### src/core/tor_pkg.sv
// Shared constants and types of the timer option and interrupt register bank
package tor_pkg;

	// ------------------------------------------------------------
	// Register byte addresses
	// ------------------------------------------------------------
	localparam int TOR_ADDR_W = 32;
	localparam int TOR_DATA_W = 32;
	localparam int TOR_NUM_TIMERS = 2;
	localparam logic [31:0] TOR_T1_PENDING_ADDR = 32'h4000_a800;
	localparam logic [31:0] TOR_T2_PENDING_ADDR = 32'h4000_a804;
	localparam logic [31:0] TOR_T1_MISSED_ADDR = 32'h4000_a818;
	localparam logic [31:0] TOR_T2_MISSED_ADDR = 32'h4000_a81c;
	localparam logic [31:0] TOR_T1_ENABLE_ADDR = 32'h4000_a840;
	localparam logic [31:0] TOR_T2_ENABLE_ADDR = 32'h4000_a844;
	localparam logic [31:0] TOR_T2_OPTION_ADDR = 32'h4000_f050;

	// ------------------------------------------------------------
	// Field positions and masks
	// ------------------------------------------------------------
	localparam int TOR_UPDATE_BIT = 0;
	localparam int TOR_CC_LSB = 1;
	localparam int TOR_TRIGGER_BIT = 6;
	localparam int TOR_MISS_SHIFT = 8;
	localparam logic [31:0] TOR_IRQ_MASK = 32'h0000_005f;
	localparam logic [31:0] TOR_CC_MASK = 32'h0000_001e;
	localparam logic [31:0] TOR_MISS_MASK = 32'h0000_1e00;
	localparam logic [31:0] TOR_ZERO_WORD = 32'h0000_0000;
	localparam logic [31:0] TOR_REG_RESET = 32'h0000_0000;

	// Option register fields
	localparam int TOR_OPT_W = 8;
	localparam int TOR_OPT_SEL_LSB = 0;
	localparam int TOR_OPT_GATE_BIT = 2;
	localparam int TOR_OPT_RSVD_BIT = 3;
	localparam int TOR_OPT_PINSEL_LSB = 4;
	localparam logic [7:0] TOR_OPT_RESET = 8'h00;

	// Trigger sources of external clock mode 2
	localparam logic [1:0] TOR_TRIG_PCLK = 2'h0;
	localparam logic [1:0] TOR_TRIG_CAL_1K = 2'h1;
	localparam logic [1:0] TOR_TRIG_REF_32K = 2'h2;
	localparam logic [1:0] TOR_TRIG_EXT_PIN = 2'h3;

	// Port A pin used by channels 1..4 when not moved to port B
	localparam logic [1:0] TOR_CH1_PA_PIN = 2'h0;
	localparam logic [1:0] TOR_CH2_PA_PIN = 2'h3;
	localparam logic [1:0] TOR_CH3_PA_PIN = 2'h1;
	localparam logic [1:0] TOR_CH4_PA_PIN = 2'h2;

	// Per-timer event pulses from the counter datapath
	typedef struct packed {
		logic trigger;
		logic [3:0] cc;
		logic update;
	} tor_evt_t;

	// Places an event set at its bit positions in the flag layout
	function automatic logic [31:0] tor_evt_bits(input tor_evt_t evt);
		logic [31:0] v;
		v = TOR_ZERO_WORD;
		v[TOR_UPDATE_BIT] = evt.update;
		v[TOR_CC_LSB +: 4] = evt.cc;
		v[TOR_TRIGGER_BIT] = evt.trigger;
		return v;
	endfunction : tor_evt_bits

endpackage : tor_pkg

### src/core/tor_irq_unit.sv
// Enable, pending and missed interrupt registers of one timer
`timescale 1ns/1ps
module tor_irq_unit
	import tor_pkg::*;
(
	input wire logic i_ref_clk,
	input wire logic i_rst,
	input wire logic i_enable_wr,
	input wire logic i_pending_wr,
	input wire logic i_missed_wr,
	input wire logic [31:0] i_wdata,
	input wire tor_evt_t i_evt,
	output logic [31:0] o_enable,
	output logic [31:0] o_pending,
	output logic [31:0] o_missed,
	output logic o_irq
);

	// ------------------------------------------------------------
	// Next values
	// ------------------------------------------------------------
	logic [31:0] evt_vec;
	logic [31:0] pend_clr;
	logic [31:0] miss_clr;
	logic [31:0] miss_set;
	logic [31:0] pending_next;
	logic [31:0] missed_next;

	// Write-one-to-clear; a fresh event beats the clear
	always_comb begin
		evt_vec = tor_evt_bits(i_evt);
		pend_clr = i_pending_wr ? i_wdata : TOR_ZERO_WORD;
		miss_clr = i_missed_wr ? i_wdata : TOR_ZERO_WORD;
		miss_set = (evt_vec & o_pending & TOR_CC_MASK) << TOR_MISS_SHIFT;
		pending_next = ((o_pending & ~pend_clr) | evt_vec) & TOR_IRQ_MASK;
		missed_next = ((o_missed & ~miss_clr) | miss_set) & TOR_MISS_MASK;
	end

	// ------------------------------------------------------------
	// Storage
	// ------------------------------------------------------------
	// Enables are plain read-write
	always_ff @(posedge i_ref_clk or posedge i_rst) begin
		if (i_rst) begin
			o_enable <= TOR_REG_RESET;
		end else if (i_enable_wr) begin
			o_enable <= i_wdata & TOR_IRQ_MASK;
		end
	end

	// Sticky flags; reserved fields kept at zero
	always_ff @(posedge i_ref_clk or posedge i_rst) begin
		if (i_rst) begin
			o_pending <= TOR_REG_RESET;
			o_missed <= TOR_REG_RESET;
		end else begin
			o_pending <= pending_next;
			o_missed <= missed_next;
		end
	end

	// Request follows the stored flags, one cycle behind
	always_ff @(posedge i_ref_clk or posedge i_rst) begin
		if (i_rst) begin
			o_irq <= 1'b0;
		end else begin
			o_irq <= |(o_pending & o_enable);
		end
	end

endmodule : tor_irq_unit

### src/core/tor_regs.sv
// Timer option and interrupt register bank with pin routing and trigger select
`timescale 1ns/1ps
//
// Overview of operation
// - Option bit 7 moves channel 4 to B4
// - Option bit 6 moves channel 3 to B3
// - Option bit 5 moves channel 2 to B2
// - Option bit 4 moves channel 1 to B1
// - Bit 2 ANDs external clock with mask
// - Bits 1:0 pick the mode 2 trigger
// - Enable bits: trigger 6, channels 4:1, update 0
// - Pending bits share the enable layout
// - Missed bits for channels at 12:9
// - Reserved read-only fields are undefined, ignored
// - Separate per-timer registers, all reset zero
//
module tor_regs
	import tor_pkg::*;
#(
	parameter int ADDR_W = TOR_ADDR_W,
	parameter int DATA_W = TOR_DATA_W
) (
	input wire logic i_ref_clk,
	input wire logic i_rst,
	input wire logic [ADDR_W-1:0] i_addr,
	input wire logic [DATA_W-1:0] i_wdata,
	input wire logic i_wr,
	input wire logic i_rd,
	output logic [DATA_W-1:0] o_rdata,
	input wire tor_evt_t i_tim1_evt,
	input wire tor_evt_t i_tim2_evt,
	output logic o_tim1_irq,
	output logic o_tim2_irq,
	output logic o_irq,
	input wire logic [3:0] i_chan_out,
	input wire logic [3:0] i_chan_oe,
	output logic [3:0] o_chan_in,
	input wire logic [3:0] i_pa_in,
	output logic [3:0] o_pa_out,
	output logic [3:0] o_pa_oe,
	input wire logic [3:0] i_pb_in,
	output logic [3:0] o_pb_out,
	output logic [3:0] o_pb_oe,
	input wire logic i_cal_1khz,
	input wire logic i_ref_32khz,
	input wire logic i_ext_clock_pin,
	input wire logic i_ext_clock_mask_input,
	output logic o_trig_level,
	output logic o_trig_tick,
	output logic [7:0] o_option
);

	// ------------------------------------------------------------
	// Address decode
	// ------------------------------------------------------------
	// Full-word compare; any other address is unmapped
	function automatic logic tor_hit(
		input logic [ADDR_W-1:0] addr,
		input logic [31:0] target
	);
		return addr == target[ADDR_W-1:0];
	endfunction : tor_hit

	logic hit_opt;
	logic [1:0] hit_pend;
	logic [1:0] hit_miss;
	logic [1:0] hit_en;

	// One hit line per register; timers never share one
	always_comb begin
		hit_opt = tor_hit(i_addr, TOR_T2_OPTION_ADDR);
		hit_pend[0] = tor_hit(i_addr, TOR_T1_PENDING_ADDR);
		hit_pend[1] = tor_hit(i_addr, TOR_T2_PENDING_ADDR);
		hit_miss[0] = tor_hit(i_addr, TOR_T1_MISSED_ADDR);
		hit_miss[1] = tor_hit(i_addr, TOR_T2_MISSED_ADDR);
		hit_en[0] = tor_hit(i_addr, TOR_T1_ENABLE_ADDR);
		hit_en[1] = tor_hit(i_addr, TOR_T2_ENABLE_ADDR);
	end

	// ------------------------------------------------------------
	// Option register
	// ------------------------------------------------------------
	logic [7:0] option_reg;

	// Reserved bit 3 is stored as written; software keeps it zero
	always_ff @(posedge i_ref_clk or posedge i_rst) begin
		if (i_rst) begin
			option_reg <= TOR_OPT_RESET;
		end else if (i_wr && hit_opt) begin
			option_reg <= i_wdata[TOR_OPT_W-1:0];
		end
	end

	logic [3:0] pin_sel_b;
	logic gate_en;
	logic [1:0] trig_sel;

	// Field extraction
	assign pin_sel_b = option_reg[TOR_OPT_PINSEL_LSB +: 4];
	assign gate_en = option_reg[TOR_OPT_GATE_BIT];
	assign trig_sel = option_reg[TOR_OPT_SEL_LSB +: 2];

	// ------------------------------------------------------------
	// Interrupt banks, one per timer
	// ------------------------------------------------------------
	tor_evt_t evt [TOR_NUM_TIMERS];
	logic [31:0] enable_q [TOR_NUM_TIMERS];
	logic [31:0] pending_q [TOR_NUM_TIMERS];
	logic [31:0] missed_q [TOR_NUM_TIMERS];
	logic [TOR_NUM_TIMERS-1:0] irq_q;

	assign evt[0] = i_tim1_evt;
	assign evt[1] = i_tim2_evt;

	// Same bank twice; only the decode and the event input differ
	for (genvar t = 0; t < TOR_NUM_TIMERS; t++) begin : g_tim
		tor_irq_unit u_irq (
			.i_ref_clk(i_ref_clk),
			.i_rst(i_rst),
			.i_enable_wr(i_wr && hit_en[t]),
			.i_pending_wr(i_wr && hit_pend[t]),
			.i_missed_wr(i_wr && hit_miss[t]),
			.i_wdata(i_wdata[31:0]),
			.i_evt(evt[t]),
			.o_enable(enable_q[t]),
			.o_pending(pending_q[t]),
			.o_missed(missed_q[t]),
			.o_irq(irq_q[t])
		);
	end

	// Per-timer requests come straight from the bank flops
	assign o_tim1_irq = irq_q[0];
	assign o_tim2_irq = irq_q[1];

	// Combined request, registered once more
	always_ff @(posedge i_ref_clk or posedge i_rst) begin
		if (i_rst) begin
			o_irq <= 1'b0;
		end else begin
			o_irq <= |irq_q;
		end
	end

	// ------------------------------------------------------------
	// Read path
	// ------------------------------------------------------------
	logic [31:0] rd_mux;

	// Unmapped addresses read zero; upper option bits read zero
	always_comb begin
		rd_mux = TOR_ZERO_WORD;
		if (hit_opt) begin
			rd_mux[TOR_OPT_W-1:0] = option_reg;
		end
		for (int t = 0; t < TOR_NUM_TIMERS; t++) begin
			if (hit_en[t]) begin
				rd_mux = enable_q[t];
			end
			if (hit_pend[t]) begin
				rd_mux = pending_q[t];
			end
			if (hit_miss[t]) begin
				rd_mux = missed_q[t];
			end
		end
	end

	// Data valid only in the cycle after the strobe
	always_ff @(posedge i_ref_clk or posedge i_rst) begin
		if (i_rst) begin
			o_rdata <= '0;
		end else if (i_rd) begin
			o_rdata <= DATA_W'(rd_mux);
		end else begin
			o_rdata <= '0;
		end
	end

	// ------------------------------------------------------------
	// Pin input synchronisers
	// ------------------------------------------------------------
	// Pins and slow clocks are asynchronous to the bank clock
	logic [3:0] pa_meta;
	logic [3:0] pa_sync;
	logic [3:0] pb_meta;
	logic [3:0] pb_sync;
	logic [3:0] src_meta;
	logic [3:0] src_sync;

	always_ff @(posedge i_ref_clk or posedge i_rst) begin
		if (i_rst) begin
			pa_meta <= 4'h0;
			pa_sync <= 4'h0;
			pb_meta <= 4'h0;
			pb_sync <= 4'h0;
			src_meta <= 4'h0;
			src_sync <= 4'h0;
		end else begin
			pa_meta <= i_pa_in;
			pa_sync <= pa_meta;
			pb_meta <= i_pb_in;
			pb_sync <= pb_meta;
			src_meta <= {i_ext_clock_mask_input, i_ext_clock_pin, i_ref_32khz, i_cal_1khz};
			src_sync <= src_meta;
		end
	end

	// ------------------------------------------------------------
	// Channel pin routing
	// ------------------------------------------------------------
	logic [1:0] pa_pin [4];
	logic [3:0] pa_out_next;
	logic [3:0] pa_oe_next;
	logic [3:0] pb_out_next;
	logic [3:0] pb_oe_next;
	logic [3:0] chan_in_next;

	assign pa_pin[0] = TOR_CH1_PA_PIN;
	assign pa_pin[1] = TOR_CH2_PA_PIN;
	assign pa_pin[2] = TOR_CH3_PA_PIN;
	assign pa_pin[3] = TOR_CH4_PA_PIN;

	// Each channel drives exactly one pin; the unused one is released
	always_comb begin
		pa_out_next = 4'h0;
		pa_oe_next = 4'h0;
		pb_out_next = 4'h0;
		pb_oe_next = 4'h0;
		chan_in_next = 4'h0;
		for (int c = 0; c < 4; c++) begin
			if (pin_sel_b[c]) begin
				pb_out_next[c] = i_chan_out[c];
				pb_oe_next[c] = i_chan_oe[c];
				chan_in_next[c] = pb_sync[c];
			end else begin
				pa_out_next[pa_pin[c]] = i_chan_out[c];
				pa_oe_next[pa_pin[c]] = i_chan_oe[c];
				chan_in_next[c] = pa_sync[pa_pin[c]];
			end
		end
	end

	// Registered so every pin output comes from a flop
	always_ff @(posedge i_ref_clk or posedge i_rst) begin
		if (i_rst) begin
			o_pa_out <= 4'h0;
			o_pa_oe <= 4'h0;
			o_pb_out <= 4'h0;
			o_pb_oe <= 4'h0;
			o_chan_in <= 4'h0;
		end else begin
			o_pa_out <= pa_out_next;
			o_pa_oe <= pa_oe_next;
			o_pb_out <= pb_out_next;
			o_pb_oe <= pb_oe_next;
			o_chan_in <= chan_in_next;
		end
	end

	// ------------------------------------------------------------
	// External trigger select
	// ------------------------------------------------------------
	logic ext_level;
	logic trig_level_next;
	logic trig_prev_reg;

	// Mask only matters when the pin is the source
	always_comb begin
		ext_level = src_sync[2];
		if (gate_en) begin
			ext_level = src_sync[2] & src_sync[3];
		end
		case (trig_sel)
			TOR_TRIG_PCLK: trig_level_next = 1'b1;
			TOR_TRIG_CAL_1K: trig_level_next = src_sync[0];
			TOR_TRIG_REF_32K: trig_level_next = src_sync[1];
			TOR_TRIG_EXT_PIN: trig_level_next = ext_level;
			default: trig_level_next = 1'b0;
		endcase
	end

	// Peripheral clock ticks every cycle; others on rising edges
	always_ff @(posedge i_ref_clk or posedge i_rst) begin
		if (i_rst) begin
			trig_prev_reg <= 1'b0;
			o_trig_level <= 1'b0;
			o_trig_tick <= 1'b0;
		end else begin
			trig_prev_reg <= trig_level_next;
			o_trig_level <= trig_level_next;
			if (trig_sel == TOR_TRIG_PCLK) begin
				o_trig_tick <= 1'b1;
			end else begin
				o_trig_tick <= trig_level_next & ~trig_prev_reg;
			end
		end
	end

	// Option value exported to the counter datapath
	always_ff @(posedge i_ref_clk or posedge i_rst) begin
		if (i_rst) begin
			o_option <= TOR_OPT_RESET;
		end else begin
			o_option <= option_reg;
		end
	end

endmodule : tor_regs

### config.mk
export PLATFORM = sky130hd
export DESIGN_NAME = tor_regs
export DESIGN_NICKNAME = d
export VERILOG_FILES = /design/src/core/tor_pkg.sv /design/src/core/tor_irq_unit.sv /design/src/core/tor_regs.sv
export SDC_FILE = /design/constraint.sdc
export NUM_CORES = 1
export LEC_CHECK = 0
export CORE_MARGIN = 2
export CORE_UTILIZATION = 56
export CTS_BUF_LIST = sky130_fd_sc_hd__clkbuf_4 sky130_fd_sc_hd__clkbuf_8
export CTS_CLUSTER_SIZE = 16
export DETAILED_ROUTE_END_ITERATION = 8
export DONT_BUFFER_PORTS = 1
export HOLD_SLACK_MARGIN = 0.06
export PLACE_DENSITY = 0.7
export SYNTH_ARGS = -nofsm -noshare
export SYNTH_HDL_FRONTEND = slang
export SYNTH_HIERARCHICAL = 1
export SYNTH_SLANG_ARGS = --single-unit
### constraint.sdc
create_clock -name i_ref_clk -period 8.05 [get_ports i_ref_clk]
set_input_delay 0.805 -clock i_ref_clk [delete_from_list [all_inputs] [get_ports i_ref_clk]]
set_output_delay 0.805 -clock i_ref_clk [all_outputs]
set_load 0.05 [all_outputs]
==> impl_metrics.tcl <==
set metrics [dict create \
    required_ns 8.43 \
    synth_top_area_share_pct 42.60 \
    cp-end-kind "flop" \
    synth_compound_area_share_pct 18.20 \
    grtUsageTotal_pct 25.89 \
    crit_start "i_addr[12]" \
    clockRootBuffer "clkbuf_8" \
    powerDensity_mw_per_mm2 165.3 \
    num_rows 42 \
    die-height_um 120.3 \
    cp_max_fo 22 \
    htree_levels 4 \
    grt_max_degree 55 \
    leakage_nw 3.126 \
    clock-sinks 129 \
    fin_crit_sh_pct 41.66 \
    num_vias 5225 \
    start_util_pct 57.22 \
    r2r_end "o_rdata[2]" \
    fin_nets 833 \
    io_buffers 0 \
    largest_reg_flops 32 \
    fill_cells 1177 \
    peakVddDrop_mv 0.1319 \
    wl_per_cell_um 19.37 \
    cts_buffer_depth 2 \
    period_minus_slack_ns 3.353 \
    antenna_found_initial 0 \
    yosys_warnings 6 \
    yosysMostFrequentCell "buf_4" \
    critical_path_class "input pin to flop" \
    rsz0062_at_grt "no" \
    cp-start-kind "input pin" \
    r2r_start "g_tim[0].u_irq/o_pending[2]" \
    synth_top_family_by_area "buffers and inverters" \
    syn_avg_cell_area_um2 10.10 \
    hold_class "input pin to async pin" \
    wirelength_mm 17.86 \
    synthArstFlopShare_pct 100.0 \
    swShare_pct 26.50 \
    synth-xor-area-share_pct 0 \
    crit_end "o_rdata[3]" \
    r2r_slack_ns 6.28 \
    final_core_util_pct 55.92 \
    hold_violations 0 \
    netlist_area_mm2 0.007577 \
    drtIter0Drc 422 \
    synthSimpleGateAreaFrac_pct 13.54 \
    fp.dieW_um 120.3 \
    tns_ns 0 \
    clock_skew_ns 0.008109 \
    yosys.area.top_type "dfrtp_1" \
    final_max_slew_viol_count 0 \
    yosysUniqueCellTypes 66 \
    dp.cells 890 \
    gp_congestion 0.9396 \
    setup_viol 0 \
    cts_tree "yes" \
    clk_latency_ns 0.45 \
    synth-adder-area-share_pct 0 \
    worstPathArrival_ns 3.73 \
    seqPwrFrac_pct 54.7 \
    whs_ns 0.2619 \
    grt_overflow 0 \
    ys.flop_type "dfrtp_1" \
    diodes 0 \
    finalNonFillerCells 922 \
    post_cts_buffers 0 \
    drtAntennaViolNets 0 \
    die_area_mm2 0.01448 \
    drt-pass1-iter-count 5 \
    clockPowerShare_pct 40.3 \
    combPwrFrac_pct 4.9 \
    yosysSeqAreaShare_pct 42.60 \
    synth_cells 750 \
    tightest_slew_ns 1.260 \
    ys_ff_latch 129 \
    synth_mux_area_share_pct 6.655 \
    top_register "o_rdata" \
    path_clk_slew_ns 0.07 \
    postCtsHoldBufs 0 \
    synth_edf_count 0 \
    cts_resized 0 \
    ys_top_cells_by_area "dfrtp_1 (43%), buf_4 (16%), mux2_2 (4.0%), a21oi_1 (2.4%), mux2_4 (2.4%)" \
    slew_headroom_pct 15.34 \
    grt_pass1_vias 5370 \
    area_growth_pct -2.262 \
    cts_buffers 17 \
    multi_input_area_mm2 0.003512 \
    r2r_cells 5 \
    fmax_ghz 0.2982 \
    p_sw_uw 324.6 \
    grt_pass1_wl_mm 28.65 \
    intPower_uw 900.0 \
    drive_gt1_share_pct 13.14 \
    outcome "complete, no violations" \
    vias_per_cell 5.667 \
    io_pins 165 \
    drc 0 \
    place_hpwl_mm 12.59 \
    seq_area_mm2 0.003228 \
    top_regs "o_rdata (32), g_tim.u_irq/o_enable (12), g_tim.u_irq/o_pending (12)" \
    totalPowerFinal_mw 1.225 \
    core_region_area_mm2 0.01324 \
    synth_common_cells "buf_4 (161), dfrtp_1 (129), nand2_1 (40), a21oi_1 (37), nor2_1 (30)" \
    cap_violations 0 \
]
-- metrics by stage --
step,area (um2),setup WS (ns)
6_report,7406,4.697
3_5_place_dp,7053,4.368
3_3_place_gp,7053,4.476
5_1_grt,7406,4.520
2_1_floorplan,8170,4.768
4_1_cts,7406,4.844
-- cell type report --
class                           instances  share of cell area [%]
Tap cell                              176                   2.973
Clock inverter                         14                   1.419
Multi-Input combinational cell        567                   47.42
Timing Repair Buffer                    6                  0.6082
Sequential cell                       129                   43.59
Inverter                               12                  0.6420
Clock buffer                           18                   3.345
-- critical path, stage by stage --
cell and delay [ns]:
or3b_1 0.59, nor4_4 1.15, a221oi_1 0.24, a2111oi_0 0.65, o221a_1 0.29
-- layer usage --
layer / vias up / wire [um] / track usage [%] / share of wire [%]
met1: 2556 / 7401 / 33.21 / 41
met2: 281 / 8352 / 40.09 / 47
met3: 30 / 1686 / 8.349 / 9.4
met4: 0 / 422 / 11.85 / 2.4
met5: - / 0 / 0 / 0
li1: 2358 / - / - / -
-- power by group through the flow --
| stage | sequential, mW | clock (mW) | combinational (mW) |
|---|---|---|---|
| after floorplan | 0.682 | 0 | 0.110 |
| after global placement | 0.683 | 0 | 0.0559 |
| after detailed placement | 0.683 | 0 | 0.0579 |
| after CTS | 0.670 | 0.509 | 0.0581 |
| after global routing | 0.671 | 0.539 | 0.0704 |
| final | 0.670 | 0.494 | 0.0601 |
-- worst min path at each step --
stage | startpoint | to | slack, ns | cells after the start
floorplan | pa_meta[0] | pa_sync[0] | 0.33 | 0
global placement | src_meta[1] | src_sync[1] | 0.33 | 0
detailed placement | pa_meta[0] | pa_sync[0] | 0.34 | 0
CTS | i_rst | pb_sync[2] | 0.27 | 1
global route | i_rst | pb_sync[2] | 0.29 | 1
finish | i_rst | src_sync[1] | 0.26 | 1
-- kinds of logic after synthesis --
logic type	count (synthesis)
compound gates	186
other cells	2
mux	41
flops	129
buf+inv	212
simple gates	180
-- cell usage in the layout, fill, tap and decap left out, types with 18 or more instances in the layout --
cell type  instances
clkbuf_8          18
mux2_2            27
a22oi_1           22
a21oi_1           37
dfrtp_1          129
nand2_1           40
nor2_1            29
conb_1           160
nand3_1           18
Power figures use the tool's default switching activity.
